**src/shared/bdcr_pkg.sv**
```systemverilog
// bdcr_pkg: constants, field layouts and state types of the backlight dimming register bank
package bdcr_pkg;
    // clock and timing
    localparam int unsigned CLK_HZ = 20_000_000; // internal oscillator rate
    localparam int unsigned FIXED_PWM_HZ = 26_000; // regenerated output pwm rate
    localparam int unsigned FIX_CYC = CLK_HZ / FIXED_PWM_HZ; // cycles per regenerated period
    localparam int unsigned FIX_CW = 10; // width of the regenerated period counter
    localparam int unsigned MIN_PWM_HZ = 100; // slowest input treated as a pwm wave
    localparam int unsigned IDLE_TIMEOUT_CYC = CLK_HZ / MIN_PWM_HZ; // no edge: input is a level
    localparam int unsigned CNT_W = 20; // width of period and high-time counters
    // i2c target address
    localparam logic [6:0] I2C_ADDR = 7'h3C;
    // register offsets
    localparam logic [7:0] OFS_DIM_CTRL = 8'h00;
    localparam logic [7:0] OFS_BOOST_FREQ = 8'h01;
    localparam logic [7:0] OFS_FULL_SCALE = 8'h02;
    localparam logic [7:0] OFS_CH_EN = 8'h0B;
    localparam logic [7:0] OFS_NVM = 8'hFF;
    localparam int unsigned NUM_LOW_REGS = 12; // offsets dimming_and_switching_control to channel_enables
    // reset values, dimming_and_switching_control .. channel_enables and nonvolatile_program_control
    localparam logic [7:0] RST_DIM_CTRL = 8'h6B;
    localparam logic [7:0] RST_BOOST_FREQ = 8'h17;
    localparam logic [7:0] RST_FULL_SCALE = 8'h82;
    localparam logic [7:0] RST_MAPPING = 8'h04;
    localparam logic [7:0] RST_BRIGHT_HI = 8'h00;
    localparam logic [7:0] RST_BRIGHT_LO = 8'h00;
    localparam logic [7:0] RST_FILTER = 8'hA8;
    localparam logic [7:0] RST_SAMPLE = 8'h00;
    localparam logic [7:0] RST_DIVISION = 8'h00;
    localparam logic [7:0] RST_LIGHT_LOAD = 8'h78;
    localparam logic [7:0] RST_PROTECT = 8'h1A;
    localparam logic [7:0] RST_CH_EN = 8'hFE;
    localparam logic [7:0] RST_NVM = 8'h00;
    localparam logic [NUM_LOW_REGS-1:0][7:0] RST_LOW_REGS = {RST_CH_EN, RST_PROTECT,
        RST_LIGHT_LOAD, RST_DIVISION, RST_SAMPLE, RST_FILTER, RST_BRIGHT_LO, RST_BRIGHT_HI,
        RST_MAPPING, RST_FULL_SCALE, RST_BOOST_FREQ, RST_DIM_CTRL};
    // field positions
    localparam int unsigned F_MODE_LO = 0;
    localparam int unsigned F_MODE_HI = 2;
    localparam int unsigned F_CHG_DUTY = 3;
    localparam int unsigned F_EDGE_LO = 5;
    localparam int unsigned F_EDGE_HI = 6;
    localparam int unsigned F_SPREAD = 7;
    localparam int unsigned F_FREQ_LO = 0;
    localparam int unsigned F_FREQ_HI = 3;
    localparam int unsigned F_ILIM = 4;
    localparam int unsigned F_CH_LO = 1;
    localparam int unsigned F_CH_HI = 6;
    localparam int unsigned F_BACKLIGHT_ENABLE = 7;
    // duty and amplitude scale, 4096 = 100 percent
    localparam int unsigned DUTY_W = 12;
    localparam logic [11:0] DUTY_FULL = 12'hFFF;
    localparam logic [11:0] DUTY_ZERO = 12'h000;
    localparam logic [11:0] THR_25 = 12'h400; // 25 percent
    localparam logic [11:0] THR_12P5 = 12'h200; // 12.5 percent
    localparam logic [11:0] QUARTER_LEVEL = 12'h400; // one quarter of full-scale current
    localparam logic [3:0] DIV_STEPS = 4'hC; // one quotient bit per step
    // dimming modes
    typedef enum logic [2:0] {
        MODE_DIRECT_PWM = 3'h0,
        MODE_REGENERATED_FIXED_RATE_PWM = 3'h1,
        MODE_MIXED = 3'h2,
        MODE_MIXED_FIXED_RATE_DIMMING = 3'h3,
        MODE_DC = 3'h4
    } bdcr_mode_e;
    // i2c target states, one-hot
    typedef enum logic [8:0] {
        ST_IDLE = 9'h001,
        ST_ADDR = 9'h002,
        ST_ACK_ADDR = 9'h004,
        ST_REG = 9'h008,
        ST_ACK_REG = 9'h010,
        ST_WDATA = 9'h020,
        ST_ACK_W = 9'h040,
        ST_RDATA = 9'h080,
        ST_RACK = 9'h100
    } bdcr_i2c_e;
    // configuration fields driven out to the analog side
    typedef struct packed {
        logic [2:0] dim_mode;
        logic change_duty_25;
        logic [1:0] edge_rate;
        logic spread_spectrum;
        logic [3:0] boost_freq;
        logic current_limit_high;
        logic [7:0] full_scale;
        logic [7:0] nvm_ctrl;
    } bdcr_cfg_s;
    // complete state of the block
    typedef struct packed {
        logic [2:0] scl_sync;
        logic [2:0] sda_sync;
        logic [2:0] pwm_sync;
        logic scl_f;
        logic sda_f;
        logic pwm_f;
        bdcr_i2c_e st;
        logic [3:0] bitcnt;
        logic [7:0] shreg;
        logic [7:0] ptr;
        logic rw;
        logic nack;
        logic drive;
        logic [NUM_LOW_REGS-1:0][7:0] regs;
        logic [7:0] nvm;
        logic [CNT_W-1:0] per_cnt;
        logic [CNT_W-1:0] high_cnt;
        logic meas_ok;
        logic [CNT_W-1:0] div_per;
        logic [CNT_W:0] rem;
        logic [11:0] quot;
        logic [3:0] div_step;
        logic div_busy;
        logic [11:0] pending;
        logic pending_ok;
        logic [11:0] applied;
        logic [FIX_CW-1:0] fix_cnt;
        logic string_on;
        logic [11:0] level;
    } bdcr_state_s;
endpackage : bdcr_pkg

```
**src/hdl/bdcr_top.sv**
```systemverilog
// bdcr_top: i2c register bank and dimming-mode engine of a six-string backlight driver
//
// Notes on behaviour
// [RULE1] three-bit dimming mode field, resets to mixed fixed-rate
// [RULE2] one bit picks 12.5 or 25 percent threshold
// [RULE3] direct pwm: strings follow input level
// [RULE4] direct pwm: output repeats at input frequency
// [RULE5] dc mode: amplitude updates two periods later
// [RULE6] host leaves unassigned register bits untouched
// [RULE7] i2c target address 0111100
// [RULE8] mode, boost frequency, full-scale current writable
// [RULE9] mixed: above threshold amplitude, below quarter-current pwm
// [RULE10] mixed: response two input periods late
// [RULE11] fast-mode i2c, address auto-increments per byte
// [RULE12] measure on internal clock, hold until done
`timescale 1ns/10ps
module bdcr_top import bdcr_pkg::*; #(
    parameter int unsigned IDLE_TIMEOUT = IDLE_TIMEOUT_CYC // no-edge limit
) (
    input wire logic clk,
    input wire logic srst,
    input wire logic scl_i, // i2c clock pin
    input wire logic sda_i, // i2c data pin level
    output logic sda_o, // i2c data drive value, always low
    output logic sda_oe_n, // low while pulling sda low
    input wire logic pwm_i, // brightness pwm input pin
    output logic [5:0] string_enable, // per-string current sink on
    output logic [11:0] string_level, // amplitude, fraction of full scale
    output bdcr_pkg::bdcr_cfg_s cfg // register fields for the analog side
);
    import bdcr_pkg::*;

    bdcr_state_s s_ff; // registered state
    bdcr_state_s nxt_s; // next state

    // true for offsets that hold a register
    function automatic logic is_mapped(input logic [7:0] a);
        is_mapped = (a < 8'(NUM_LOW_REGS)) || (a == OFS_NVM);
    endfunction : is_mapped

    // read mux; unmapped offsets read as zero
    function automatic logic [7:0] rd_reg(input bdcr_state_s s, input logic [7:0] a);
        rd_reg = 8'h00;
        if (a == OFS_NVM) begin
            rd_reg = s.nvm;
        end else if (is_mapped(a)) begin
            rd_reg = s.regs[a[3:0]];
        end
    endfunction : rd_reg

    // this cycle's events
    logic scl_rise; // filtered scl edges
    logic scl_fall;
    logic start_cond; // sda falls with scl high
    logic stop_cond; // sda rises with scl high
    logic pwm_rise; // filtered input rising edge
    logic [7:0] rd_byte; // byte under the pointer
    logic [11:0] thr; // mixed change threshold
    logic [21:0] fix_prod; // duty times regenerated period
    logic [13:0] duty_x4; // duty scaled for quarter current
    logic [11:0] fix_duty; // duty fed to the fixed-rate generator
    logic fix_on; // fixed-rate generator output
    logic [CNT_W:0] rem2; // divider trial remainder

    // next-state logic
    always_comb begin
        nxt_s = s_ff;
        // three-flop pin filter
        nxt_s.scl_sync = {s_ff.scl_sync[1:0], scl_i};
        nxt_s.sda_sync = {s_ff.sda_sync[1:0], sda_i};
        nxt_s.pwm_sync = {s_ff.pwm_sync[1:0], pwm_i};
        if (s_ff.scl_sync[2] == s_ff.scl_sync[1]) begin
            nxt_s.scl_f = s_ff.scl_sync[1];
        end
        if (s_ff.sda_sync[2] == s_ff.sda_sync[1]) begin
            nxt_s.sda_f = s_ff.sda_sync[1];
        end
        if (s_ff.pwm_sync[2] == s_ff.pwm_sync[1]) begin
            nxt_s.pwm_f = s_ff.pwm_sync[1];
        end
        scl_rise = nxt_s.scl_f & ~s_ff.scl_f;
        scl_fall = ~nxt_s.scl_f & s_ff.scl_f;
        start_cond = s_ff.scl_f & nxt_s.scl_f & s_ff.sda_f & ~nxt_s.sda_f;
        stop_cond = s_ff.scl_f & nxt_s.scl_f & ~s_ff.sda_f & nxt_s.sda_f;
        pwm_rise = nxt_s.pwm_f & ~s_ff.pwm_f;
        rd_byte = rd_reg(s_ff, s_ff.ptr);

        // i2c target; start and stop override any state
        if (start_cond) begin
            nxt_s.st = ST_ADDR;
            nxt_s.bitcnt = 4'h0;
            nxt_s.drive = 1'b0;
        end else if (stop_cond) begin
            nxt_s.st = ST_IDLE;
            nxt_s.drive = 1'b0;
        end else if (scl_rise) begin
            // host bits sampled on scl rise
            case (s_ff.st)
                ST_ADDR, ST_REG, ST_WDATA: begin
                    nxt_s.shreg = {s_ff.shreg[6:0], s_ff.sda_f};
                    nxt_s.bitcnt = s_ff.bitcnt + 4'h1;
                end
                ST_RDATA: begin
                    nxt_s.bitcnt = s_ff.bitcnt + 4'h1;
                end
                ST_RACK: begin
                    nxt_s.nack = s_ff.sda_f; // high: host is done
                end
                default: begin
                end
            endcase
        end else if (scl_fall) begin
            // drive changes while scl low
            case (s_ff.st)
                ST_ADDR: begin
                    if (s_ff.bitcnt == 4'h8) begin
                        nxt_s.bitcnt = 4'h0;
                        if (s_ff.shreg[7:1] == I2C_ADDR) begin // RULE7
                            nxt_s.rw = s_ff.shreg[0];
                            nxt_s.drive = 1'b1;
                            nxt_s.st = ST_ACK_ADDR;
                        end else begin
                            nxt_s.st = ST_IDLE; // another target: stay off the bus
                        end
                    end
                end
                ST_ACK_ADDR: begin
                    nxt_s.bitcnt = 4'h0;
                    if (s_ff.rw) begin
                        // read starts at the last pointer
                        nxt_s.shreg = rd_byte;
                        nxt_s.drive = ~rd_byte[7];
                        nxt_s.st = ST_RDATA;
                    end else begin
                        nxt_s.drive = 1'b0;
                        nxt_s.st = ST_REG;
                    end
                end
                ST_REG: begin
                    if (s_ff.bitcnt == 4'h8) begin
                        nxt_s.ptr = s_ff.shreg; // RULE11
                        nxt_s.bitcnt = 4'h0;
                        nxt_s.drive = 1'b1;
                        nxt_s.st = ST_ACK_REG;
                    end
                end
                ST_ACK_REG: begin
                    nxt_s.drive = 1'b0;
                    nxt_s.st = ST_WDATA;
                end
                ST_WDATA: begin
                    if (s_ff.bitcnt == 4'h8) begin
                        // unmapped offsets: acked, dropped
                        if (s_ff.ptr == OFS_NVM) begin
                            nxt_s.nvm = s_ff.shreg;
                        end else if (is_mapped(s_ff.ptr)) begin
                            nxt_s.regs[s_ff.ptr[3:0]] = s_ff.shreg; // RULE8
                        end
                        nxt_s.bitcnt = 4'h0;
                        nxt_s.drive = 1'b1;
                        nxt_s.st = ST_ACK_W;
                    end
                end
                ST_ACK_W: begin
                    nxt_s.drive = 1'b0;
                    nxt_s.ptr = s_ff.ptr + 8'h01; // RULE11
                    nxt_s.st = ST_WDATA;
                end
                ST_RDATA: begin
                    if (s_ff.bitcnt == 4'h8) begin
                        nxt_s.drive = 1'b0; // release for the master's ack
                        nxt_s.ptr = s_ff.ptr + 8'h01; // RULE11
                        nxt_s.st = ST_RACK;
                    end else begin
                        nxt_s.shreg = {s_ff.shreg[6:0], 1'b0};
                        nxt_s.drive = ~s_ff.shreg[6];
                    end
                end
                ST_RACK: begin
                    nxt_s.bitcnt = 4'h0;
                    if (s_ff.nack) begin
                        nxt_s.st = ST_IDLE;
                    end else begin
                        nxt_s.shreg = rd_byte;
                        nxt_s.drive = ~rd_byte[7];
                        nxt_s.st = ST_RDATA;
                    end
                end
                default: begin
                    nxt_s.st = ST_IDLE;
                end
            endcase
        end

        // period and high time on internal clock
        nxt_s.per_cnt = s_ff.per_cnt + CNT_W'(1); // RULE12
        if (s_ff.pwm_f) begin
            nxt_s.high_cnt = s_ff.high_cnt + CNT_W'(1);
        end
        if (pwm_rise) begin
            // apply the result of the period before last
            if (s_ff.pending_ok) begin
                nxt_s.applied = s_ff.pending; // RULE5 RULE10
            end
            nxt_s.pending_ok = 1'b0;
            // a finished period starts the division
            if (s_ff.meas_ok) begin
                nxt_s.div_per = s_ff.per_cnt;
                nxt_s.rem = {1'b0, s_ff.high_cnt};
                nxt_s.quot = 12'h000;
                nxt_s.div_step = 4'h0;
                nxt_s.div_busy = 1'b1;
            end
            nxt_s.meas_ok = 1'b1;
            nxt_s.per_cnt = CNT_W'(1);
            nxt_s.high_cnt = CNT_W'(0);
        end else if (s_ff.per_cnt >= CNT_W'(IDLE_TIMEOUT)) begin
            // no edge: input is a steady level
            nxt_s.applied = s_ff.pwm_f ? DUTY_FULL : DUTY_ZERO;
            nxt_s.per_cnt = s_ff.per_cnt;
            nxt_s.high_cnt = CNT_W'(0);
            nxt_s.meas_ok = 1'b0;
            nxt_s.pending_ok = 1'b0;
            nxt_s.div_busy = 1'b0;
        end

        // restoring divider, one quotient bit per cycle
        rem2 = {s_ff.rem[CNT_W-1:0], 1'b0};
        if (s_ff.div_busy && !pwm_rise) begin
            if (rem2 >= {1'b0, s_ff.div_per}) begin
                nxt_s.rem = rem2 - {1'b0, s_ff.div_per};
                nxt_s.quot = {s_ff.quot[10:0], 1'b1};
            end else begin
                nxt_s.rem = rem2;
                nxt_s.quot = {s_ff.quot[10:0], 1'b0};
            end
            nxt_s.div_step = s_ff.div_step + 4'h1;
            if (s_ff.div_step == DIV_STEPS - 4'h1) begin
                nxt_s.div_busy = 1'b0;
                nxt_s.pending_ok = 1'b1;
                // a period that is high throughout clamps to full
                nxt_s.pending = (s_ff.rem[CNT_W-1:0] >= s_ff.div_per) ? DUTY_FULL
                    : nxt_s.quot;
            end
        end

        // free-running fixed-rate generator
        if (s_ff.fix_cnt == FIX_CW'(FIX_CYC - 1)) begin
            nxt_s.fix_cnt = '0;
        end else begin
            nxt_s.fix_cnt = s_ff.fix_cnt + FIX_CW'(1);
        end
        thr = s_ff.regs[OFS_DIM_CTRL[3:0]][F_CHG_DUTY] ? THR_25 : THR_12P5; // RULE2
        // quarter current needs four times the on-time
        duty_x4 = {s_ff.applied, 2'b00};
        fix_duty = s_ff.applied;
        if (s_ff.regs[OFS_DIM_CTRL[3:0]][F_MODE_HI:F_MODE_LO] == MODE_MIXED_FIXED_RATE_DIMMING)
        begin
            fix_duty = (duty_x4[13:12] != 2'b00) ? DUTY_FULL : duty_x4[11:0];
        end
        fix_prod = {10'h000, fix_duty} * 22'(FIX_CYC);
        fix_on = (s_ff.fix_cnt < fix_prod[21:12]);

        // dimming mode decode
        case (s_ff.regs[OFS_DIM_CTRL[3:0]][F_MODE_HI:F_MODE_LO]) // RULE1
            MODE_DIRECT_PWM: begin
                // no resampling: sinks follow the input
                nxt_s.string_on = nxt_s.pwm_f; // RULE3 RULE4
                nxt_s.level = DUTY_FULL;
            end
            MODE_REGENERATED_FIXED_RATE_PWM: begin
                nxt_s.string_on = fix_on;
                nxt_s.level = DUTY_FULL;
            end
            MODE_MIXED: begin
                if (s_ff.applied >= thr) begin // RULE9
                    nxt_s.string_on = 1'b1;
                    nxt_s.level = s_ff.applied;
                end else begin
                    nxt_s.string_on = nxt_s.pwm_f;
                    nxt_s.level = QUARTER_LEVEL;
                end
            end
            MODE_MIXED_FIXED_RATE_DIMMING: begin
                if (s_ff.applied >= thr) begin // RULE9
                    nxt_s.string_on = 1'b1;
                    nxt_s.level = s_ff.applied;
                end else begin
                    nxt_s.string_on = fix_on;
                    nxt_s.level = QUARTER_LEVEL;
                end
            end
            default: begin
                // dc and unused codes
                nxt_s.string_on = (s_ff.applied != DUTY_ZERO); // RULE5
                nxt_s.level = s_ff.applied;
            end
        endcase
    end

    // state register; reset loads defaults
    always_ff @(posedge clk) begin
        if (srst) begin
            s_ff <= '0;
            s_ff.scl_sync <= 3'h7; // idle bus is high
            s_ff.sda_sync <= 3'h7;
            s_ff.scl_f <= 1'b1;
            s_ff.sda_f <= 1'b1;
            s_ff.st <= ST_IDLE;
            s_ff.regs <= RST_LOW_REGS; // RULE1 RULE2
            s_ff.nvm <= RST_NVM;
        end else begin
            s_ff <= nxt_s;
        end
    end

    // outputs straight from flops
    assign sda_o = 1'b0;
    assign sda_oe_n = ~s_ff.drive;
    assign string_enable = (s_ff.string_on && s_ff.regs[OFS_CH_EN[3:0]][F_BACKLIGHT_ENABLE])
        ? s_ff.regs[OFS_CH_EN[3:0]][F_CH_HI:F_CH_LO] : 6'h00;
    assign string_level = s_ff.level;
    assign cfg.dim_mode = s_ff.regs[OFS_DIM_CTRL[3:0]][F_MODE_HI:F_MODE_LO];
    assign cfg.change_duty_25 = s_ff.regs[OFS_DIM_CTRL[3:0]][F_CHG_DUTY];
    assign cfg.edge_rate = s_ff.regs[OFS_DIM_CTRL[3:0]][F_EDGE_HI:F_EDGE_LO];
    assign cfg.spread_spectrum = s_ff.regs[OFS_DIM_CTRL[3:0]][F_SPREAD];
    assign cfg.boost_freq = s_ff.regs[OFS_BOOST_FREQ[3:0]][F_FREQ_HI:F_FREQ_LO];
    assign cfg.current_limit_high = s_ff.regs[OFS_BOOST_FREQ[3:0]][F_ILIM];
    assign cfg.full_scale = s_ff.regs[OFS_FULL_SCALE[3:0]];
    assign cfg.nvm_ctrl = s_ff.nvm;
endmodule : bdcr_top

```
**config.mk**
```make
export PLATFORM = sky130hd
export DESIGN_NAME = bdcr_top
export DESIGN_NICKNAME = d
export VERILOG_FILES = /design/src/shared/bdcr_pkg.sv /design/src/hdl/bdcr_top.sv
export SDC_FILE = /design/constraint.sdc
export NUM_CORES = 1
export LEC_CHECK = 0
export ABC_AREA = 1
export BUFFER_PORTS_ARGS = -buffer_cell sky130_fd_sc_hd__clkbuf_2
export CORE_UTILIZATION = 35
export DETAILED_ROUTE_END_ITERATION = 6
export GPL_TIMING_DRIVEN = 0
export SYNTH_ARGS = -nofsm -noshare
export SYNTH_HDL_FRONTEND = slang
export SYNTH_SLANG_ARGS = --single-unit
```
**constraint.sdc**
```tcl
create_clock -name clk -period 13.3 [get_ports clk]
set_clock_uncertainty 0.1 [all_clocks]
set_input_delay 1.995 -clock clk [delete_from_list [all_inputs] [get_ports clk]]
set_output_delay 1.995 -clock clk [all_outputs]
set_load 0.02 [all_outputs]
```
==> metrics.txt <==
status=complete, no violations; worst slew pin tran=between 0.9 and 1 ns; Yosys cell types=55; top cells by area, synth=dfxtp_1, nand2_1, ha_1; final wirelength=50600 um; core area=47850 um^2; # DRC=0; cell mode on critical path=ha_1; Max clock buf depth=3; CTS clk-pin slew, worst paths=approximately 0.060 ns; RePlAce Congestion=0.9252; Syn Area/Cell=roughly 7.2 um^2; register area=approximately 5900 um^2; number of diodes=0; CP Capture Type=flop; post-route insts no fill=just over 3000; Max Cap Viol=0; CP Cell Sequence=inv_1, nand3_1, clkbuf_1, o21ai_0, ha_1, ha_1, ha_1, ha_1, ha_1, ha_1, inv_1, o21ai_0, a21oi_1, nand2_1, nand2_1, nand2_1, ha_1, a2111oi_0, o221a_2, nand2_1, a21oi_1; hold-critical path endpoint=nxt_s[294]; CP Buf/Inv Count=3; CP Data Arrival Time=6.01 ns; highest-count cells in the layout ignoring fill and taps=nand2_1, inv_1, dfxtp_1; Starting Density=between 30% and 40%; area of the multi-input gates=9201 um^2; vias in the first global route=approximately 15000; register area share after synthesis=34.44%; Max VDD drop=0.00008315 V; htree depth=2; logic gate share of total power=2.5%; initial antenna violation count=0; Reg power frac=~47%; Vias per Instance=~5.2; DP Cell Count=3046; path depth of the worst reg2reg path=21; largest net degree at the start of global routing=14; cell family with most CP delay=adder cells; setup TNS=0 ns; Syn Inst Count=~2400; Final Cycle Share=a little over two fifths; Yosys warnings=0; reg-to-reg slack, setup=~7.7 ns; Setup Crit Path Kind=reg -> reg; Slowest-stage cell, CP=o21ai_0; clock share of power=50.3%; post-DP HPWL=38630 um; FF+latch count, synth=293; Syn Std Cell Area=17030 um^2; leakage power=8.515 nW; top cell type's share of synthesized area=34.44%; via count=16169; Worst Path Required=between 10 and 15 ns; Skew-Pair Late Insertion Delay=approximately 0.57 ns; final core occ=about 40%; Hold-fix buffers, CTS=0; WL per Instance=16.29 um; clock sinks=around 290; first-pass GRT wire length=~81000 um; Die Ht=222.6 um; drt pass-1 iters=5; post-CTS sizing=0; Int Power=1.433 mW; syn_nets=roughly 2500; Layout area overhead=12.53%; CTS tree=yes; Boundary Pins=between 50 and 60; Die Wd=222.6 um; Sw Share=23.44%; Final Hold Fails=0; number of placement rows=80; P_sw=~440 uW; Achievable Freq=177.9 MHz; unrepaired setup endpoints after global routing=no; Buffers on Ports=50; Reg-to-Reg End=s_ff[12]; Setup-failing EPs final=0; Routed Antenna Nets=0; die footprint=approximately 50000 um^2; total CTS buffers=35; Hold Crit Class=reg -> reg; pins over their slew limit=0; share of cells above drive strength 1=8.828%; CP max stage delay=0.61 ns; Hold Path Stages=1; commonest non-fill, non-tap cell in the layout=nand2_1; cell area power density=97.71 nW/um^2; Rel. slew slack=37.22%; Root Buffer=clkbuf_16; crit path launch type=flop; postcts setup bufs=0; number of nets in the layout=~2600; iteration-0 DRC count of the detailed router=1168; GRT Total Usage=20.25%; hold wc startpoint=nxt_s[293]; Period minus WS final=5.622 ns; critical path peak fanout=10; largest area contributor in the netlist=dfxtp_1; Fillers=between 4000 and 5000; total gr overflow=0; final hold slack=0.3137 ns
## synthesized netlist by cell type, drive strengths merged
cell type / number
nand2: 426
a2111oi: 2
nor3: 42
ha: 121
or2: 7
o22ai: 3
o211ai: 43
nor2: 167
o21a: 6
nand3b: 8
o21ai: 269
fa: 1
nor3b: 9
nor4: 7
o21bai: 1
a211oi: 10
a22oi: 11
a31oi: 15
and2: 1
clkinv: 3
buf: 70
o311a: 1
dfxtp: 293
a221oi: 6
o41ai: 1
xnor2: 21
conb: 1
and3: 5
xor2: 28
nand3: 98
a21oi: 289
a21o: 3
nand2b: 1
nand4: 25
clkbuf: 72
o221a: 1
a31o: 2
a21boi: 4
inv: 307
a32oi: 1
## per-layer routing
layer  part of all wire [%]  vias to the layer above  GRT usage (%)
met4                    3.4                        0          8.521
met2                     47                      424          34.14
met1                     45                     7545          25.66
li1                       -                     8095              -
met3                    4.9                      105          3.028
met5                      0                        -              0
## final cells by class
class	instances	area share, %
Clock buffer	49	5.106
Clock inverter	12	0.7051
Timing Repair Buffer	50	1.306
Buffer	142	4.172
Inverter	310	6.072
Tap cell	615	4.015
Multi-Input combinational cell	1636	48.02
Sequential cell	293	30.61
## through the flow
step | worst slack, ns | power (mW) | instance area (um^2)
after floorplan | 8.540 | 0.9327 | 17030
after global placement | 7.749 | 0.9486 | 18050
after detailed placement | 7.711 | 0.9493 | 18050
after CTS | 7.685 | 1.892 | 19160
after global routing | 7.159 | 1.928 | 19160
final | 7.678 | 1.872 | 19160
## kinds of logic (layout without fill, tap and decap cells)
kind of cell / after synthesis / count (layout) / synth area share (%)
AOI/OAI and AO/OA: 668 / 668 / 21.61
xor gates and xnor gates: 49 / 49 / 2.520
adders and majority gates: 122 / 122 / 9.007
buffers and inverters: 452 / 563 / 11.53
DFF: 293 / 293 / 34.44
other: 1 / 1 / 0.02202
and+or+nand+nor: 796 / 796 / 20.87
## power groups by stage
stage / clock, mW / combinational, mW / sequential (mW)
final: 0.942 / 0.0460 / 0.884
after global routing: 0.992 / 0.0515 / 0.884
after CTS: 0.962 / 0.0461 / 0.884
after detailed placement: 0 / 0.0459 / 0.903
after global placement: 0 / 0.0454 / 0.903
after floorplan: 0 / 0.0304 / 0.902
## worst max-delay path by stage
| stage | cells after the start | start | endpoint | slack [ns] |
|---|---|---|---|---|
| detailed placement | 20 | flop | s_ff[12] | 7.71 |
| floorplan | 23 | flop | s_ff[12] | 8.54 |
| global route | 21 | flop | s_ff[12] | 7.16 |
| finish | 21 | flop | s_ff[12] | 7.68 |
| CTS | 20 | flop | s_ff[12] | 7.68 |
| global placement | 21 | flop | s_ff[12] | 7.75 |
No activity file was read; power rests on OpenSTA's default activity.
